==> config.mk <==
export PLATFORM = sky130hd
export DESIGN_NAME = mrc_regs
export DESIGN_NICKNAME = d
export VERILOG_FILES = /design/src/rtl/mrc_pkg.sv /design/src/rtl/mrc_regs.sv
export SDC_FILE = /design/constraint.sdc
export NUM_CORES = 1
export LEC_CHECK = 0
export ABC_AREA = 1
export BUFFER_PORTS_ARGS = -buffer_cell sky130_fd_sc_hd__buf_2
export CORE_MARGIN = 10
export CORE_UTILIZATION = 53
export DETAILED_ROUTE_END_ITERATION = 6
export PLACE_DENSITY = 0.77
export SLEW_MARGIN = 20
export SYNTH_ARGS = -nofsm -noshare
export SYNTH_HDL_FRONTEND = slang
export SYNTH_SLANG_ARGS = --single-unit
==> constraint.sdc <==
create_clock -name clk -period 3 [get_ports clk]
set_clock_uncertainty 0.15 [all_clocks]
set_input_delay 0.15 -clock clk [delete_from_list [all_inputs] [get_ports clk]]
set_output_delay 0.15 -clock clk [all_outputs]
set_load 0.01 [all_outputs]
==> src/rtl/mrc_pkg.sv <==
package mrc_pkg;

	// register indices on the serial link (5-bit register field)
	localparam logic [4:0] ADDR_I_WAVE = 5'h01;
	localparam logic [4:0] ADDR_V_WAVE = 5'h02;
	localparam logic [4:0] ADDR_I_RMS = 5'h03;
	localparam logic [4:0] ADDR_V_RMS = 5'h04;
	localparam logic [4:0] ADDR_I_QUICK = 5'h05;
	localparam logic [4:0] ADDR_POWER = 5'h06;
	localparam logic [4:0] ADDR_PULSE_CNT = 5'h07;
	localparam logic [4:0] ADDR_LINE_RATE = 5'h08;
	localparam logic [4:0] ADDR_FLAGS = 5'h09;
	localparam logic [4:0] ADDR_RMS_OFS = 5'h12;
	localparam logic [4:0] ADDR_NOLOAD_TH = 5'h14;
	localparam logic [4:0] ADDR_OC_TH = 5'h15;
	localparam logic [4:0] ADDR_QUICK_CYC = 5'h16;
	localparam logic [4:0] ADDR_RATE_CYC = 5'h17;
	localparam logic [4:0] ADDR_ROUTING = 5'h18;
	localparam logic [4:0] ADDR_OPCFG = 5'h19;
	localparam logic [4:0] ADDR_GAIN = 5'h1a;
	localparam logic [4:0] ADDR_SRST_KEY = 5'h1c;
	localparam logic [4:0] ADDR_UNLOCK = 5'h1d;

	// values after reset
	localparam logic [15:0] RST_LINE_RATE = 16'h4e20;
	localparam logic [7:0] RST_NOLOAD_TH = 8'h0b;
	localparam logic [15:0] RST_OC_TH = 16'hffff;
	localparam logic [2:0] RST_QUICK_CYC = 3'h1;
	localparam logic [1:0] RST_RATE_CYC = 2'h3;
	localparam logic [5:0] RST_ROUTING = 6'h24;
	localparam logic [9:0] RST_OPCFG = 10'h087;
	localparam logic [1:0] RST_GAIN = 2'h2;
	localparam logic [1:0] OPCFG_RSVD = 2'h3;

	// keys
	localparam logic [23:0] SRST_KEY = 24'h5a_5a5a;
	localparam logic [7:0] UNLOCK_KEY = 8'h55;

	// operating config bit positions
	localparam int OPCFG_PULSE_EN = 2;
	localparam int OPCFG_RMS_SLOW = 3;
	localparam int OPCFG_QUICK_AC = 4;
	localparam int OPCFG_LINE_60 = 5;
	localparam int OPCFG_CLR_READ = 6;
	localparam int OPCFG_ABS_ACC = 7;
	localparam int OPCFG_BAUD_LO = 8;

	// frame header layout: {read, unit[1:0], register[4:0]}
	localparam int HDR_READ = 7;
	localparam int HDR_UNIT_LO = 5;

	// output source codes
	localparam logic [1:0] SRC_PULSE = 2'h0;
	localparam logic [1:0] SRC_OVERCUR = 2'h1;
	localparam logic [1:0] SRC_VCROSS = 2'h2;
	localparam logic [1:0] SRC_ICROSS = 2'h3;

	// timing
	localparam int unsigned CLK_HZ = 100_000_000;
	localparam int unsigned RMS_FAST_MS = 400;
	localparam int unsigned RMS_SLOW_MS = 800;
	localparam int unsigned RMS_FAST_CYC = RMS_FAST_MS * (CLK_HZ / 1000);
	localparam int unsigned RMS_SLOW_CYC = RMS_SLOW_MS * (CLK_HZ / 1000);
	localparam int unsigned BAUD_4800 = 4800;
	localparam int unsigned BAUD_9600 = 9600;
	localparam int unsigned BAUD_19200 = 19200;
	localparam int unsigned BAUD_38400 = 38400;
	localparam int unsigned BIT_4800_CYC = CLK_HZ / BAUD_4800;
	localparam int unsigned BIT_9600_CYC = CLK_HZ / BAUD_9600;
	localparam int unsigned BIT_19200_CYC = CLK_HZ / BAUD_19200;
	localparam int unsigned BIT_38400_CYC = CLK_HZ / BAUD_38400;

	// frame states
	typedef enum logic [1:0] {
		FR_HEAD = 2'b00,
		FR_DATA = 2'b01,
		FR_SKIP = 2'b10
	} mrc_frame_t;

	// measurement results and events from the metering core
	typedef struct packed {
		logic [19:0] i_wave;
		logic [19:0] v_wave;
		logic [23:0] i_rms;
		logic [23:0] v_rms;
		logic [23:0] i_quick;
		logic [23:0] power;
		logic [15:0] line_rate;
		logic line_rate_valid;
		logic pulse_level;
		logic pulse_evt;
		logic pulse_reverse;
		logic noload;
		logic i_cross_low;
		logic v_cross_low;
		logic overcurrent;
		logic v_cross;
		logic i_cross;
	} mrc_meas_t;

	// settings handed to the metering core
	typedef struct packed {
		logic [7:0] rms_offset;
		logic [7:0] noload_th;
		logic [15:0] oc_th;
		logic [2:0] quick_cycles;
		logic [1:0] rate_cycles;
		logic pulse_enable;
		logic rms_slow;
		logic quick_ac;
		logic line_60hz;
		logic [1:0] gain_code;
	} mrc_cfg_t;

endpackage

==> src/rtl/mrc_regs.sv <==
`timescale 1ns/1ps
`default_nettype none

module mrc_regs
	import mrc_pkg::*;
#(
	parameter int unsigned RMS_FAST_CYC_P = RMS_FAST_CYC,
	parameter int unsigned RMS_SLOW_CYC_P = RMS_SLOW_CYC,
	parameter int unsigned BIT_4800_CYC_P = BIT_4800_CYC,
	parameter int unsigned BIT_9600_CYC_P = BIT_9600_CYC,
	parameter int unsigned BIT_19200_CYC_P = BIT_19200_CYC,
	parameter int unsigned BIT_38400_CYC_P = BIT_38400_CYC
) (
	// clock, reset, enable
	input wire logic clk,
	input wire logic sys_rst,
	input wire logic ce,
	// serial pins and straps
	input wire logic iface_select_pin,
	input wire logic rate_or_clock_pin,
	input wire logic receive_data_in_pin,
	input wire logic unit_address_strap_low,
	input wire logic unit_address_or_chip_select,
	output logic transmit_data_out_pin,
	output logic transmit_data_out_oe,
	// logic output pins
	output logic logic_output_one,
	output logic logic_output_two,
	output logic crossing_output_pin,
	// metering core side
	input wire mrc_meas_t meas,
	output mrc_cfg_t cfg,
	output logic rms_refresh_tick,
	output logic soft_reset_pulse
);

	// synchroniser indices
	localparam int P_SEL = 0;
	localparam int P_RATE = 1;
	localparam int P_RX = 2;
	localparam int P_A1 = 3;
	localparam int P_A2 = 4;

	logic [4:0] pin_s1_r; // first stage, read only by second
	logic [4:0] pin_s2_r; // safe pin levels
	logic sclk_d_r; // previous safe clock level for edges
	logic rst_all; // external or key reset
	logic spi_mode;
	logic cs_act;
	logic sclk_rise;
	logic sclk_fall;

	// register file
	logic [7:0] rms_ofs_r;
	logic [7:0] noload_th_r;
	logic [15:0] oc_th_r;
	logic [2:0] quick_cyc_r;
	logic [1:0] rate_cyc_r;
	logic [5:0] routing_r;
	logic [9:2] opcfg_r; // bits 1:0 are fixed reserved
	logic [1:0] gain_r;
	logic [23:0] srst_key_r;
	logic [7:0] unlock_r;
	logic [23:0] pulse_cnt_r;
	logic [15:0] line_rate_r;
	logic rev_flag_r;

	// frame engine
	mrc_frame_t fr_state_r;
	logic [1:0] fr_cnt_r;
	logic [7:0] hdr_r;
	logic [23:0] wdata_r;
	logic byte_v;
	logic [7:0] byte_d;
	logic hit;
	logic read_go;
	logic write_go;
	logic [23:0] rdat;

	// serial engines
	logic [7:0] spi_sh_r;
	logic [2:0] spi_bits_r;
	logic spi_v_r;
	logic urx_busy_r;
	logic [15:0] urx_div_r;
	logic [3:0] urx_bits_r;
	logic [7:0] urx_sh_r;
	logic urx_v_r;
	logic [23:0] tx_dat_r;
	logic [1:0] utx_left_r;
	logic utx_busy_r;
	logic [8:0] utx_sh_r;
	logic [3:0] utx_bits_r;
	logic [15:0] utx_div_r;
	logic [15:0] baud_cyc;
	logic [26:0] rms_cnt_r;

	// pin synchroniser and clock edge history
	always_ff @(posedge clk) begin
		if (sys_rst) begin
			pin_s1_r <= 5'h00;
			pin_s2_r <= 5'h00;
			sclk_d_r <= 1'b0;
		end else if (ce) begin
			pin_s1_r <= {unit_address_or_chip_select, unit_address_strap_low,
				receive_data_in_pin, rate_or_clock_pin, iface_select_pin};
			pin_s2_r <= pin_s1_r;
			sclk_d_r <= pin_s2_r[P_RATE];
		end
	end

	assign spi_mode = pin_s2_r[P_SEL];
	// chip select active low in SPI
	assign cs_act = spi_mode & ~pin_s2_r[P_A2];
	// rate pin is the SPI clock here
	assign sclk_rise = cs_act & pin_s2_r[P_RATE] & ~sclk_d_r;
	assign sclk_fall = cs_act & ~pin_s2_r[P_RATE] & sclk_d_r;
	assign rst_all = sys_rst | soft_reset_pulse;

	// key reset held one cycle, cleared by itself
	always_ff @(posedge clk) begin
		if (sys_rst) begin
			soft_reset_pulse <= 1'b0;
		end else if (ce) begin
			// an unaddressed unit on a shared uart ignores the key
			soft_reset_pulse <= write_go & hit & (hdr_r[4:0] == ADDR_SRST_KEY) & (wdata_r == SRST_KEY);
		end
	end

	// bit period from rate field and rate pin
	always_comb begin
		unique case (opcfg_r[OPCFG_BAUD_LO+1:OPCFG_BAUD_LO])
			2'b10: baud_cyc = 16'(BIT_19200_CYC_P);
			2'b11: baud_cyc = 16'(BIT_38400_CYC_P);
			default: baud_cyc = pin_s2_r[P_RATE] ? 16'(BIT_9600_CYC_P) : 16'(BIT_4800_CYC_P);
		endcase
	end

	// spi receive: one bit per rising clock edge
	always_ff @(posedge clk) begin
		if (rst_all) begin
			spi_sh_r <= 8'h00;
			spi_bits_r <= 3'h0;
			spi_v_r <= 1'b0;
		end else if (ce) begin
			spi_v_r <= 1'b0;
			if (!cs_act) begin
				// deselect drops any partial byte
				spi_bits_r <= 3'h0;
			end else if (sclk_rise) begin
				spi_sh_r <= {spi_sh_r[6:0], pin_s2_r[P_RX]};
				spi_bits_r <= spi_bits_r + 3'h1;
				spi_v_r <= (spi_bits_r == 3'h7);
			end
		end
	end

	// uart receive: 8N1, sampled mid-bit
	always_ff @(posedge clk) begin
		if (rst_all) begin
			urx_busy_r <= 1'b0;
			urx_div_r <= 16'h0000;
			urx_bits_r <= 4'h0;
			urx_sh_r <= 8'h00;
			urx_v_r <= 1'b0;
		end else if (ce) begin
			urx_v_r <= 1'b0;
			if (spi_mode) begin
				urx_busy_r <= 1'b0;
			end else if (!urx_busy_r) begin
				// falling start edge: wait half a bit
				if (!pin_s2_r[P_RX]) begin
					urx_busy_r <= 1'b1;
					urx_div_r <= baud_cyc >> 1;
					urx_bits_r <= 4'h0;
				end
			end else if (urx_div_r != 16'h0000) begin
				urx_div_r <= urx_div_r - 16'h0001;
			end else if (urx_bits_r == 4'h0) begin
				// glitch on start bit aborts
				urx_busy_r <= ~pin_s2_r[P_RX];
				urx_bits_r <= 4'h1;
				urx_div_r <= baud_cyc;
			end else if (urx_bits_r != 4'h9) begin
				urx_sh_r <= {pin_s2_r[P_RX], urx_sh_r[7:1]};
				urx_bits_r <= urx_bits_r + 4'h1;
				urx_div_r <= baud_cyc;
			end else begin
				// framing error drops the byte silently
				urx_busy_r <= 1'b0;
				urx_v_r <= pin_s2_r[P_RX];
			end
		end
	end

	assign byte_v = spi_mode ? spi_v_r : urx_v_r;
	assign byte_d = spi_mode ? spi_sh_r : urx_sh_r;
	// unit field must match straps in UART mode
	assign hit = spi_mode | (hdr_r[HDR_UNIT_LO+1:HDR_UNIT_LO] == {pin_s2_r[P_A2], pin_s2_r[P_A1]});

	// frame sequencer: header then three data bytes
	always_ff @(posedge clk) begin
		if (rst_all) begin
			fr_state_r <= FR_HEAD;
			fr_cnt_r <= 2'h0;
			hdr_r <= 8'h00;
			wdata_r <= 24'h00_0000;
			read_go <= 1'b0;
			write_go <= 1'b0;
		end else if (ce) begin
			read_go <= 1'b0;
			write_go <= 1'b0;
			if (spi_mode & !cs_act) begin
				fr_state_r <= FR_HEAD;
			end else if (byte_v) begin
				unique case (fr_state_r)
					FR_HEAD: begin
						hdr_r <= byte_d;
						fr_cnt_r <= 2'h0;
						read_go <= byte_d[HDR_READ];
						// spi read still clocks three dummy bytes
						if (!byte_d[HDR_READ]) fr_state_r <= FR_DATA;
						else if (spi_mode) fr_state_r <= FR_SKIP;
					end
					FR_DATA: begin
						// data field is 24 bits, msb first
						wdata_r <= {wdata_r[15:0], byte_d};
						fr_cnt_r <= fr_cnt_r + 2'h1;
						if (fr_cnt_r == 2'h2) begin
							write_go <= 1'b1;
							fr_state_r <= FR_HEAD;
						end
					end
					FR_SKIP: begin
						fr_cnt_r <= fr_cnt_r + 2'h1;
						if (fr_cnt_r == 2'h2) fr_state_r <= FR_HEAD;
					end
					default: fr_state_r <= FR_HEAD;
				endcase
			end
		end
	end

	// read mux, high bits zero-filled
	always_comb begin
		unique case (hdr_r[4:0])
			ADDR_I_WAVE: rdat = {4'h0, meas.i_wave};
			ADDR_V_WAVE: rdat = {4'h0, meas.v_wave};
			ADDR_I_RMS: rdat = meas.i_rms;
			ADDR_V_RMS: rdat = meas.v_rms;
			ADDR_I_QUICK: rdat = meas.i_quick;
			ADDR_POWER: rdat = meas.power;
			ADDR_PULSE_CNT: rdat = pulse_cnt_r;
			ADDR_LINE_RATE: rdat = {8'h00, line_rate_r};
			ADDR_FLAGS: rdat = {14'h0000, meas.v_cross_low, meas.i_cross_low, 6'h00, meas.noload, rev_flag_r};
			ADDR_RMS_OFS: rdat = {16'h0000, rms_ofs_r};
			ADDR_NOLOAD_TH: rdat = {16'h0000, noload_th_r};
			ADDR_OC_TH: rdat = {8'h00, oc_th_r};
			ADDR_QUICK_CYC: rdat = {21'h00_0000, quick_cyc_r};
			ADDR_RATE_CYC: rdat = {22'h00_0000, rate_cyc_r};
			ADDR_ROUTING: rdat = {18'h0_0000, routing_r};
			// reserved mode bits read their defaults
			ADDR_OPCFG: rdat = {14'h0000, opcfg_r, OPCFG_RSVD};
			ADDR_GAIN: rdat = {22'h00_0000, gain_r};
			ADDR_SRST_KEY: rdat = srst_key_r;
			ADDR_UNLOCK: rdat = {16'h0000, unlock_r};
			default: rdat = 24'h00_0000;
		endcase
	end

	// transmit: spi shifts on falling edges, uart sends three bytes
	always_ff @(posedge clk) begin
		if (rst_all) begin
			tx_dat_r <= 24'h00_0000;
			transmit_data_out_pin <= 1'b1;
			transmit_data_out_oe <= 1'b0;
			utx_left_r <= 2'h0;
			utx_busy_r <= 1'b0;
			utx_sh_r <= 9'h1ff;
			utx_bits_r <= 4'h0;
			utx_div_r <= 16'h0000;
		end else if (ce) begin
			transmit_data_out_oe <= spi_mode ? cs_act : 1'b1;
			if (spi_mode) begin
				utx_left_r <= 2'h0;
				utx_busy_r <= 1'b0;
				if (read_go) begin
					tx_dat_r <= rdat;
				end else if (sclk_fall) begin
					// host samples on the next rising edge
					transmit_data_out_pin <= tx_dat_r[23];
					tx_dat_r <= {tx_dat_r[22:0], 1'b0};
				end
			end else if (read_go & hit) begin
				// an unaddressed unit stays silent
				tx_dat_r <= rdat;
				utx_left_r <= 2'h3;
			end else if (!utx_busy_r) begin
				transmit_data_out_pin <= 1'b1;
				if (utx_left_r != 2'h0) begin
					transmit_data_out_pin <= 1'b0;
					utx_sh_r <= {1'b1, tx_dat_r[23:16]};
					tx_dat_r <= {tx_dat_r[15:0], 8'h00};
					utx_left_r <= utx_left_r - 2'h1;
					utx_busy_r <= 1'b1;
					utx_bits_r <= 4'h9;
					utx_div_r <= baud_cyc;
				end
			end else if (utx_div_r != 16'h0000) begin
				utx_div_r <= utx_div_r - 16'h0001;
			end else if (utx_bits_r == 4'h0) begin
				utx_busy_r <= 1'b0;
			end else begin
				transmit_data_out_pin <= utx_sh_r[0];
				utx_sh_r <= {1'b1, utx_sh_r[8:1]};
				utx_bits_r <= utx_bits_r - 4'h1;
				utx_div_r <= baud_cyc;
			end
		end
	end

	// user registers and keys
	always_ff @(posedge clk) begin
		if (rst_all) begin
			rms_ofs_r <= 8'h00;
			noload_th_r <= RST_NOLOAD_TH;
			oc_th_r <= RST_OC_TH;
			quick_cyc_r <= RST_QUICK_CYC;
			rate_cyc_r <= RST_RATE_CYC;
			// routing default pulse, overcurrent, voltage crossing
			routing_r <= RST_ROUTING;
			opcfg_r <= RST_OPCFG[9:2];
			gain_r <= RST_GAIN;
			srst_key_r <= 24'h00_0000;
			unlock_r <= 8'h00;
		end else if (ce & write_go & hit) begin
			// key registers are always writable
			if (hdr_r[4:0] == ADDR_SRST_KEY) srst_key_r <= wdata_r;
			if (hdr_r[4:0] == ADDR_UNLOCK) unlock_r <= wdata_r[7:0];
			if (unlock_r == UNLOCK_KEY) begin
				unique case (hdr_r[4:0])
					ADDR_RMS_OFS: rms_ofs_r <= wdata_r[7:0];
					ADDR_NOLOAD_TH: noload_th_r <= wdata_r[7:0];
					ADDR_OC_TH: oc_th_r <= wdata_r[15:0];
					ADDR_QUICK_CYC: quick_cyc_r <= wdata_r[2:0];
					ADDR_RATE_CYC: rate_cyc_r <= wdata_r[1:0];
					ADDR_ROUTING: routing_r <= wdata_r[5:0];
					ADDR_OPCFG: opcfg_r <= wdata_r[9:2];
					ADDR_GAIN: gain_r <= wdata_r[1:0];
					default: ;
				endcase
			end
		end
	end

	// pulse counter, direction flag, line rate capture
	always_ff @(posedge clk) begin
		if (rst_all) begin
			pulse_cnt_r <= 24'h00_0000;
			rev_flag_r <= 1'b0;
			line_rate_r <= RST_LINE_RATE;
		end else if (ce) begin
			logic [23:0] base;
			base = pulse_cnt_r;
			if (read_go & hit & (hdr_r[4:0] == ADDR_PULSE_CNT) & opcfg_r[OPCFG_CLR_READ]) base = 24'h00_0000;
			// counting only while enabled; a same-cycle pulse survives the clear
			if (meas.pulse_evt & opcfg_r[OPCFG_PULSE_EN]) begin
				if (meas.pulse_reverse & !opcfg_r[OPCFG_ABS_ACC]) base = base - 24'h00_0001;
				else base = base + 24'h00_0001;
				rev_flag_r <= meas.pulse_reverse;
			end
			pulse_cnt_r <= base;
			if (meas.line_rate_valid) line_rate_r <= meas.line_rate;
		end
	end

	// refresh tick every 400 or 800 ms
	always_ff @(posedge clk) begin
		if (rst_all) begin
			rms_cnt_r <= 27'h000_0000;
			rms_refresh_tick <= 1'b0;
		end else if (ce) begin
			rms_refresh_tick <= 1'b0;
			if (rms_cnt_r >= (opcfg_r[OPCFG_RMS_SLOW] ? 27'(RMS_SLOW_CYC_P - 1) : 27'(RMS_FAST_CYC_P - 1))) begin
				rms_cnt_r <= 27'h000_0000;
				rms_refresh_tick <= 1'b1;
			end else begin
				rms_cnt_r <= rms_cnt_r + 27'h000_0001;
			end
		end
	end

	// source selection for one output pin
	function automatic logic pick(input logic [1:0] sel, input logic pulse, input mrc_meas_t m);
		unique case (sel)
			SRC_PULSE: pick = pulse;
			SRC_OVERCUR: pick = m.overcurrent;
			SRC_VCROSS: pick = m.v_cross;
			SRC_ICROSS: pick = m.i_cross;
		endcase
	endfunction

	// routed output pins, pulse gated by enable
	always_ff @(posedge clk) begin
		if (rst_all) begin
			logic_output_one <= 1'b0;
			logic_output_two <= 1'b0;
			crossing_output_pin <= 1'b0;
		end else if (ce) begin
			logic_output_one <= pick(routing_r[1:0], meas.pulse_level & opcfg_r[OPCFG_PULSE_EN], meas);
			logic_output_two <= pick(routing_r[3:2], meas.pulse_level & opcfg_r[OPCFG_PULSE_EN], meas);
			crossing_output_pin <= pick(routing_r[5:4], meas.pulse_level & opcfg_r[OPCFG_PULSE_EN], meas);
		end
	end

	// settings to the core, registered
	always_ff @(posedge clk) begin
		if (rst_all) begin
			// reset values match the registers, so the core never sees all zeros
			cfg.rms_offset <= 8'h00;
			cfg.noload_th <= RST_NOLOAD_TH;
			cfg.oc_th <= RST_OC_TH;
			cfg.quick_cycles <= RST_QUICK_CYC;
			cfg.rate_cycles <= RST_RATE_CYC;
			cfg.pulse_enable <= RST_OPCFG[OPCFG_PULSE_EN];
			cfg.rms_slow <= RST_OPCFG[OPCFG_RMS_SLOW];
			cfg.quick_ac <= RST_OPCFG[OPCFG_QUICK_AC];
			cfg.line_60hz <= RST_OPCFG[OPCFG_LINE_60];
			cfg.gain_code <= RST_GAIN;
		end else if (ce) begin
			cfg.rms_offset <= rms_ofs_r;
			cfg.noload_th <= noload_th_r;
			cfg.oc_th <= oc_th_r;
			cfg.quick_cycles <= quick_cyc_r;
			cfg.rate_cycles <= rate_cyc_r;
			cfg.pulse_enable <= opcfg_r[OPCFG_PULSE_EN];
			cfg.rms_slow <= opcfg_r[OPCFG_RMS_SLOW];
			cfg.quick_ac <= opcfg_r[OPCFG_QUICK_AC];
			cfg.line_60hz <= opcfg_r[OPCFG_LINE_60];
			// gain code passed as is (1,4,16,24)
			cfg.gain_code <= gain_r;
		end
	end

endmodule

`default_nettype wire

# --- After elaboration in Yosys (flattened, before gate mapping) ---
# Cells that the tools add are included.
totals:
  elab_cells: 283
  ff_bits: 349
op_classes:
  order_cmp: 1
  n_addsub: 10
  eq_ne: 55
  reduce_logical: 43
  mux: 92
  n_bitwise: 28
op_table:
  columns: ["op", "count"]
  rows:
  - ["one-hot mux 24 bit (19 select lines)", 1]
  - ["two-way mux 24 bit", 11]
  - ["two-way mux 16 bit", 9]
  - ["two-way mux 27 bit", 2]
  - ["== test 5 bit, second input constant", 10]
  - ["two-way mux 1 bit", 37]
  - ["two-way mux 4 bit", 9]
  - ["two-way mux 9 bit", 4]
  - ["nonzero test 16 bit", 2]
  - ["subtractor 16 x 1 -> 16 bit, second input constant", 2]
  - ["one-hot mux 15 bit (2 select lines)", 1]
  - ["AND reduction 3 bit", 10]
  - ["adder 27 x 1 -> 27 bit, second input constant", 1]
  - [">= comparator 27 bit", 1]
  - ["adder 24 x 1 -> 24 bit, second input constant", 1]
  - ["== test 24 x 23 -> 1 bit, second input constant", 1]
  - ["AND reduction 4 bit", 6]
  - ["subtractor 24 x 1 -> 24 bit, second input constant", 1]
  - ["== test 2 bit, second input constant", 10]
  - ["== test 5 x 3 -> 1 bit, second input constant", 4]
  - ["two-way mux 2 bit", 9]
  - ["AND reduction 6 bit", 3]
  - ["AND 1 bit", 17]
  - ["two-way mux 15 bit", 1]
  - ["other kinds (33)", 76]

# --- Longest topological paths before layout ---
logic_depth:
  ltp_word: 11
  depth_mapped: 22
  mapped_depth_nobuf: 21

# --- Worst setup path after synthesis ---
# OpenSTA, ideal clock, no wires.
synth_path:
  path_type: "flip-flop to flip-flop"
  start: "reg hdr_r[0]"
  end: "reg pulse_cnt_r[10]"
  path_slack_ps: 79
  arrival_time_ps: 2638
  synth_period_minus_slack_ps: 2921
  setup_time_ps: 134
  stages_incl_launch_ff: 18
  path_cell_list: "dfxtp_1 -> nand2_2 -> nor2_2 -> nand2_2 -> nor2_4 -> nand3_4 -> buf_2 -> nand2_1 -> inv_1 -> ha_1 -> a21oi_1 -> a21boi_0 -> o21ai_0 -> nand2_1 -> nand2_1 -> xor2_1 -> o21ai_0 -> a21oi_1"
synth_via:
  elab_chain_len: 9
  elab_cells_between_ends: 10
  cone_classes: "add/sub (2); eq/ne (1); mux (5); bitwise (2)"
synth_lines:
  columns: ["item", "line", "source"]
  rows:
  - ["start: declaration", "mrc_regs.sv:71", "logic [7:0] hdr_r;"]
  - ["start signal: assignment", "mrc_regs.sv:218", "hdr_r <= byte_d;"]
  - ["== test 5 x 3 -> 1 bit *", "mrc_regs.sv:365", "if (read_go & hit & (hdr_r[4:0] == ADDR_PULSE_CNT) & opcfg_r[OPCFG_CLR_READ]) base = 24'h00_0000;"]
  - ["AND 1 bit * (2 in a row)", "mrc_regs.sv:365", null]
  - ["two-way mux 24 bit *", "mrc_regs.sv:365", null]
  - ["two-way mux 24 bit *", "mrc_regs.sv:362", "end else if (ce) begin"]
  - ["two-way mux 24 bit *", "mrc_regs.sv:358", "if (rst_all) begin"]
  - ["adder 24 x 1 -> 24 bit or subtractor 24 x 1 -> 24 bit (tied branches)", "mrc_regs.sv:369, mrc_regs.sv:368", null]
  - ["two-way mux 24 bit", "mrc_regs.sv:368", "if (meas.pulse_reverse & !opcfg_r[OPCFG_ABS_ACC]) base = base - 24'h00_0001;"]
  - ["two-way mux 24 bit *", "mrc_regs.sv:367", "if (meas.pulse_evt & opcfg_r[OPCFG_PULSE_EN]) begin"]
  - ["end signal: assignment", "mrc_regs.sv:372", "pulse_cnt_r <= base;"]
  - ["end: declaration", "mrc_regs.sv:64", "logic [23:0] pulse_cnt_r;"]
# Mark *: on every way between the ends. The rest lies on a longest branch, timed or not. The select of a mux whose other input is x is not followed.
# A chain may end at the register's enable or synchronous reset.

# --- Worst setup path in the final report ---
layout_path:
  start: "reg hdr_r[0]"
  end: "reg tx_dat_r[15]"
layout_via:
  elab_chain_len: 4
  elab_cells_between_ends: 23
  cone_classes: "eq/ne (19); mux (4)"
layout_lines:
  columns: ["item", "line", "source"]
  rows:
  - ["== test 5 bit, or another cell as far along", "mrc_regs.sv:246", "unique case (hdr_r[4:0])"]
  - ["one-hot mux 24 bit (19 select lines) *", "mrc_regs.sv:246", null]
  - ["two-way mux 24 bit (on tied branches)", "mrc_regs.sv:294, mrc_regs.sv:287", null]
  - ["two-way mux 24 bit *", "mrc_regs.sv:284", "if (spi_mode) begin"]
  - ["end signal: assignment", "mrc_regs.sv:288", "tx_dat_r <= rdat;"]
  - ["end signal: assignment", "mrc_regs.sv:292", "tx_dat_r <= {tx_dat_r[22:0], 1'b0};"]
  - ["end signal: assignment", "mrc_regs.sv:296", "tx_dat_r <= rdat;"]
  - ["end: declaration", "mrc_regs.sv:89", "logic [23:0] tx_dat_r;"]
# Mark *: on every way between the ends. The rest lies on a longest branch, timed or not.

==> run_results.csv <==
group,metric,value,unit
timing,hold_viol_final,0,
timing,fin_hold_ws,9.17,ps
clock_tree,insertion_delay,560,ps
worst_setup_path,slowest_delay,570,ps
status,outcome,"complete, no violations",
worst_setup_path,worstSetupStartpoint,"hdr_r[0]$_SDFFE_PP0P_",
floorplanning,die_area,42500,µm²
clock_tree,cts_buffers,40,
synth,syn_inst,2632,
clock_tree,clk_path_buf_depth,3,
timing,worst_slew_pin_slew,845,ps
route,antenna_violating_nets_left,0,
timing,maxSlewViolCount,0,
synth,asr_flop_ratio_synth,0,
synth,yosysWarnings,0,
timing,finalCriticalPeriod,2880,ps
floorplanning,placement_rows,68,
synth,syn-cell-area,18400,µm²
place,buffer_ports.inserted,219,
worst_setup_path,critical_path_capture_point,"tx_dat_r[15]$_SDFFE_PP0P_",
global_routing,gr-total-overflow,0,
route,first_iter_violations,2118,
route,routed_wirelength,70200,µm
final_layout,final_util,0.674,
worst_setup_path,r2r_end,"tx_dat_r[15]$_SDFFE_PP0P_",
timing,setup_violations,0,
clock_tree,tritoncts,"yes",
worst_setup_path,reg2reg_setup_slack,120,ps
worst_setup_path,path_delay_family,"simple AND/OR/NAND/NOR gates",
route,met3RoutedLength,7190,µm
clock_tree,clockRootBuffer,"sky130_fd_sc_hd__clkbuf_16",
timing,timing.final.crit_share,0.961,
worst_setup_path,setup.worst_path.class,"flop to flop",
synth,synth_edf_count,0,
final_layout,area_taken_by_multi_input_logic_gates,10100,µm²
global_routing,grt_pass1_vias,19600,
synth,total_of_flip_flops_plus_latches_after_synthesis,348,
floorplanning,start_util,0.534,
route,top_layer,"met5",
worst_setup_path,crit_path_cell_trace,"buf_4 -> inv_1 -> nor2_2 -> nand2_1 -> nor2_4 -> nand2_1 -> o21ai_0 -> a221oi_1 -> nand4_1 -> dlygate4sd3_1 -> nand2_1 -> nand3_1 -> nand2_1 -> inv_1",
place,routabilityCongestion,0.992,
worst_setup_path,cell_seen_most_often_among_critical_path_stages,"sky130_fd_sc_hd__nand2_1",
worst_setup_path,cp_num_cells,14,
worst_setup_path,worst_setup_path_start_kind,"flop",
route,drc,0,
timing,maxSlewHeadroom,0.436,
pwr,vdd.ir_drop.worst,0.461,mV
final_layout,final_cell_mix,"sky130_fd_sc_hd__nand2_1, sky130_fd_sc_hd__dfxtp_1, sky130_fd_sc_hd__o21ai_0",
pwr,power_density_over_cell_area,509,nW/µm²
route,route.met2.wl,31700,µm
worst_setup_path,arrival,3240,ps
route,drt-vias-per-instance,5.92,
global_routing,grt_util_all_layers,0.317,
timing,rsz0062_at_grt,"true",
final_layout,layout_overhead_on_the_synthesized_area,26.0,%
worst_setup_path,crit_buf_inv,4,
final_layout,layout-drive-gt1-share,0.183,
hold_path,hp-class,"input pin to flop",
synth,synth_cell_type_count,59,
route,avgRoutedWirePerCell,20.2,µm
worst_setup_path,reg2reg_depth,14,
floorplanning,floorplan.die.height,206,µm
final_layout,fillCellCount,2993,
worst_setup_path,timing.rr.start,"hdr_r[0]$_SDFFE_PP0P_",
clock_tree,clock-sinks,348,
global_routing,grt_start_max_net_pins,161,
worst_setup_path,critPathMaxFanout,14,
flow_run,timing.max_cap.violations,0,
final_layout,final_net_count,3205,
synth,synth_flop_cell,"sky130_fd_sc_hd__dfxtp_1",
final_layout,mostFrequentLayoutCell,"sky130_fd_sc_hd__nand2_1",
final_layout,seq_area,6970,µm²
clock_tree,clock_tree.htree_level_count,2,
route,drtPass1Iterations,6,
clock_tree,worst_setup_hold_path_clk_slew,60,ps
floorplanning,io_pins,220,
route,m1WireLength,27600,µm
global_routing,grt_antenna_before_repair,2,
place,hpwlAfterDp,50200,µm
timing,max_freq,347,MHz
synth,syn_avg_cell_area,6.98,µm²
route,via_count,20500,
worst_setup_path,critPathCaptureType,"flop",
global_routing,first_pass_grt_wire_length,107000,µm
worst_setup_path,worst_path_max_delay_cell,"sky130_fd_sc_hd__dlygate4sd3_1",
floorplanning,dieWidth,206,µm
synth,yosysSeqAreaShare,0.379,
synth,mappedNetlistNets,2853,
worst_setup_path,crit_required,3360,ps
floorplanning,core,34400,µm²
pwr,leakagePower,10.0,nW
-- per-stage QoR --
| stage | cell area [µm²] | total power, mW | setup slack [ps] | TNS [ps] | instances |
|---|---|---|---|---|---|
| finish | 23200 | 11.8 | 118 | 0 | 3468 |
| global placement | 20400 | 6.62 | -115 | -525 | 3297 |
| detailed placement | 20400 | 6.66 | -211 | -1530 | 3297 |
| floorplan | 18400 | 6.10 | 78.6 | 0 | 2632 |
| CTS | 22700 | 11.7 | 11.6 | 0 | 3454 |
| global route | 23200 | 12.2 | -59.1 | -234 | 3468 |
-- routing by layer --
metal	vias to the layer above	global-route usage
met5	-	0
met4	2	0.152
met3	253	0.0660
met2	1118	0.512
met1	9568	0.396
li1	9594	-
-- cell usage after synthesis (15+ instances only) --
library cell	instances	share of area
sky130_fd_sc_hd__o211ai_1	34	0.014
sky130_fd_sc_hd__o21ai_0	291	0.079
sky130_fd_sc_hd__a211oi_1	16	0.0065
sky130_fd_sc_hd__nor4_1	15	0.0051
sky130_fd_sc_hd__xor2_1	34	0.016
sky130_fd_sc_hd__nor3_1	34	0.0093
sky130_fd_sc_hd__nand3_1	108	0.029
sky130_fd_sc_hd__ha_1	50	0.034
sky130_fd_sc_hd__nor2_1	216	0.044
sky130_fd_sc_hd__buf_2	37	0.010
sky130_fd_sc_hd__clkbuf_1	76	0.016
sky130_fd_sc_hd__a21oi_1	281	0.077
sky130_fd_sc_hd__nand4_1	46	0.016
sky130_fd_sc_hd__dfxtp_1	348	0.38
sky130_fd_sc_hd__a221oi_1	39	0.019
sky130_fd_sc_hd__inv_1	278	0.057
sky130_fd_sc_hd__nand2_1	540	0.11
-- worst reg2reg max path: stages, from the launching register on --
cell and delay (ps):
sky130_fd_sc_hd__dfxtp_2 330, sky130_fd_sc_hd__buf_4 150, sky130_fd_sc_hd__inv_1 70, sky130_fd_sc_hd__nor2_2 230, sky130_fd_sc_hd__nand2_1 190, sky130_fd_sc_hd__nor2_4 400
sky130_fd_sc_hd__nand2_1 90, sky130_fd_sc_hd__o21ai_0 170, sky130_fd_sc_hd__a221oi_1 110, sky130_fd_sc_hd__nand4_1 130, sky130_fd_sc_hd__dlygate4sd3_1 570, sky130_fd_sc_hd__nand2_1 80
sky130_fd_sc_hd__nand3_1 80, sky130_fd_sc_hd__nand2_1 50, sky130_fd_sc_hd__inv_1 50
-- report_power, final --
| part | internal [mW] | total, mW | switching [mW] | leakage [nW] |
|---|---|---|---|---|
| logic | 0.689 | 1.74 | 1.05 | 6.53 |
| registers | 4.83 | 5.01 | 0.183 | 2.84 |
| clock network | 2.98 | 5.03 | 2.05 | 0.654 |
| total | 8.50 | 11.8 | 3.28 | 10.0 |
-- area by class of cell --
class                      instances  area share
clock buffer                      51      0.0481
tap                              455      0.0246
timing repair inverter             1    0.000216
multi-input combinational       1866       0.438
sequential                       348       0.301
inverter                         292      0.0480
timing repair buffer             435       0.130
antenna                            1    0.000108
clock inverter                    19     0.00957
-- worst min path at each step --
stage / to / start / cells after the start / slack (ps)
after floorplan: soft_reset_pulse$_SDFFE_PP0P_ / sys_rst / 1 / 70
after global placement: line_rate_r[11]$_SDFFE_PP1P_ / meas[21] / 3 / 210
after detailed placement: line_rate_r[5]$_SDFFE_PP1P_ / meas[15] / 3 / 210
after CTS: tx_dat_r[18]$_SDFFE_PP0P_ / meas[44] / 7 / 0.04
after global routing: pin_s1_r[3]$_SDFFE_PP0P_ / ce / 4 / 60
final: tx_dat_r[18]$_SDFFE_PP0P_ / meas[44] / 7 / 9
-- flip-flops by register name, indices dropped and copies added, names as in the netlist, 16 cells and up --
signal	flops
cfg	43
line_rate_r	16
oc_th_r	16
pulse_cnt_r	24
rms_cnt_r	27
srst_key_r	24
tx_dat_r	24
urx_div_r	16
utx_div_r	16
wdata_r	24
-- what timing repair did --
action / in CTS / in global routing
setup buffers: 2 / 12
endpoints found under the hold margin: 54 / 0
gates resized for setup: 8 / 86
setup endpoints to repair: 14 / 42
gates cloned: 0 / 1
hold buffers: 85 / 0
pin swaps: 1 / 17
-- cell families after synthesis --
family / count (synthesis) / share of synthesized area
adders and majority gates: 51 / 0.0351
xor gates and xnor gates: 44 / 0.0210
DFF: 348 / 0.379
buffers and inverters: 418 / 0.0894
and+or+nand+nor: 1011 / 0.239
AOI/OAI and AO/OA: 760 / 0.236
No activity file was read; power rests on OpenSTA's default activity.
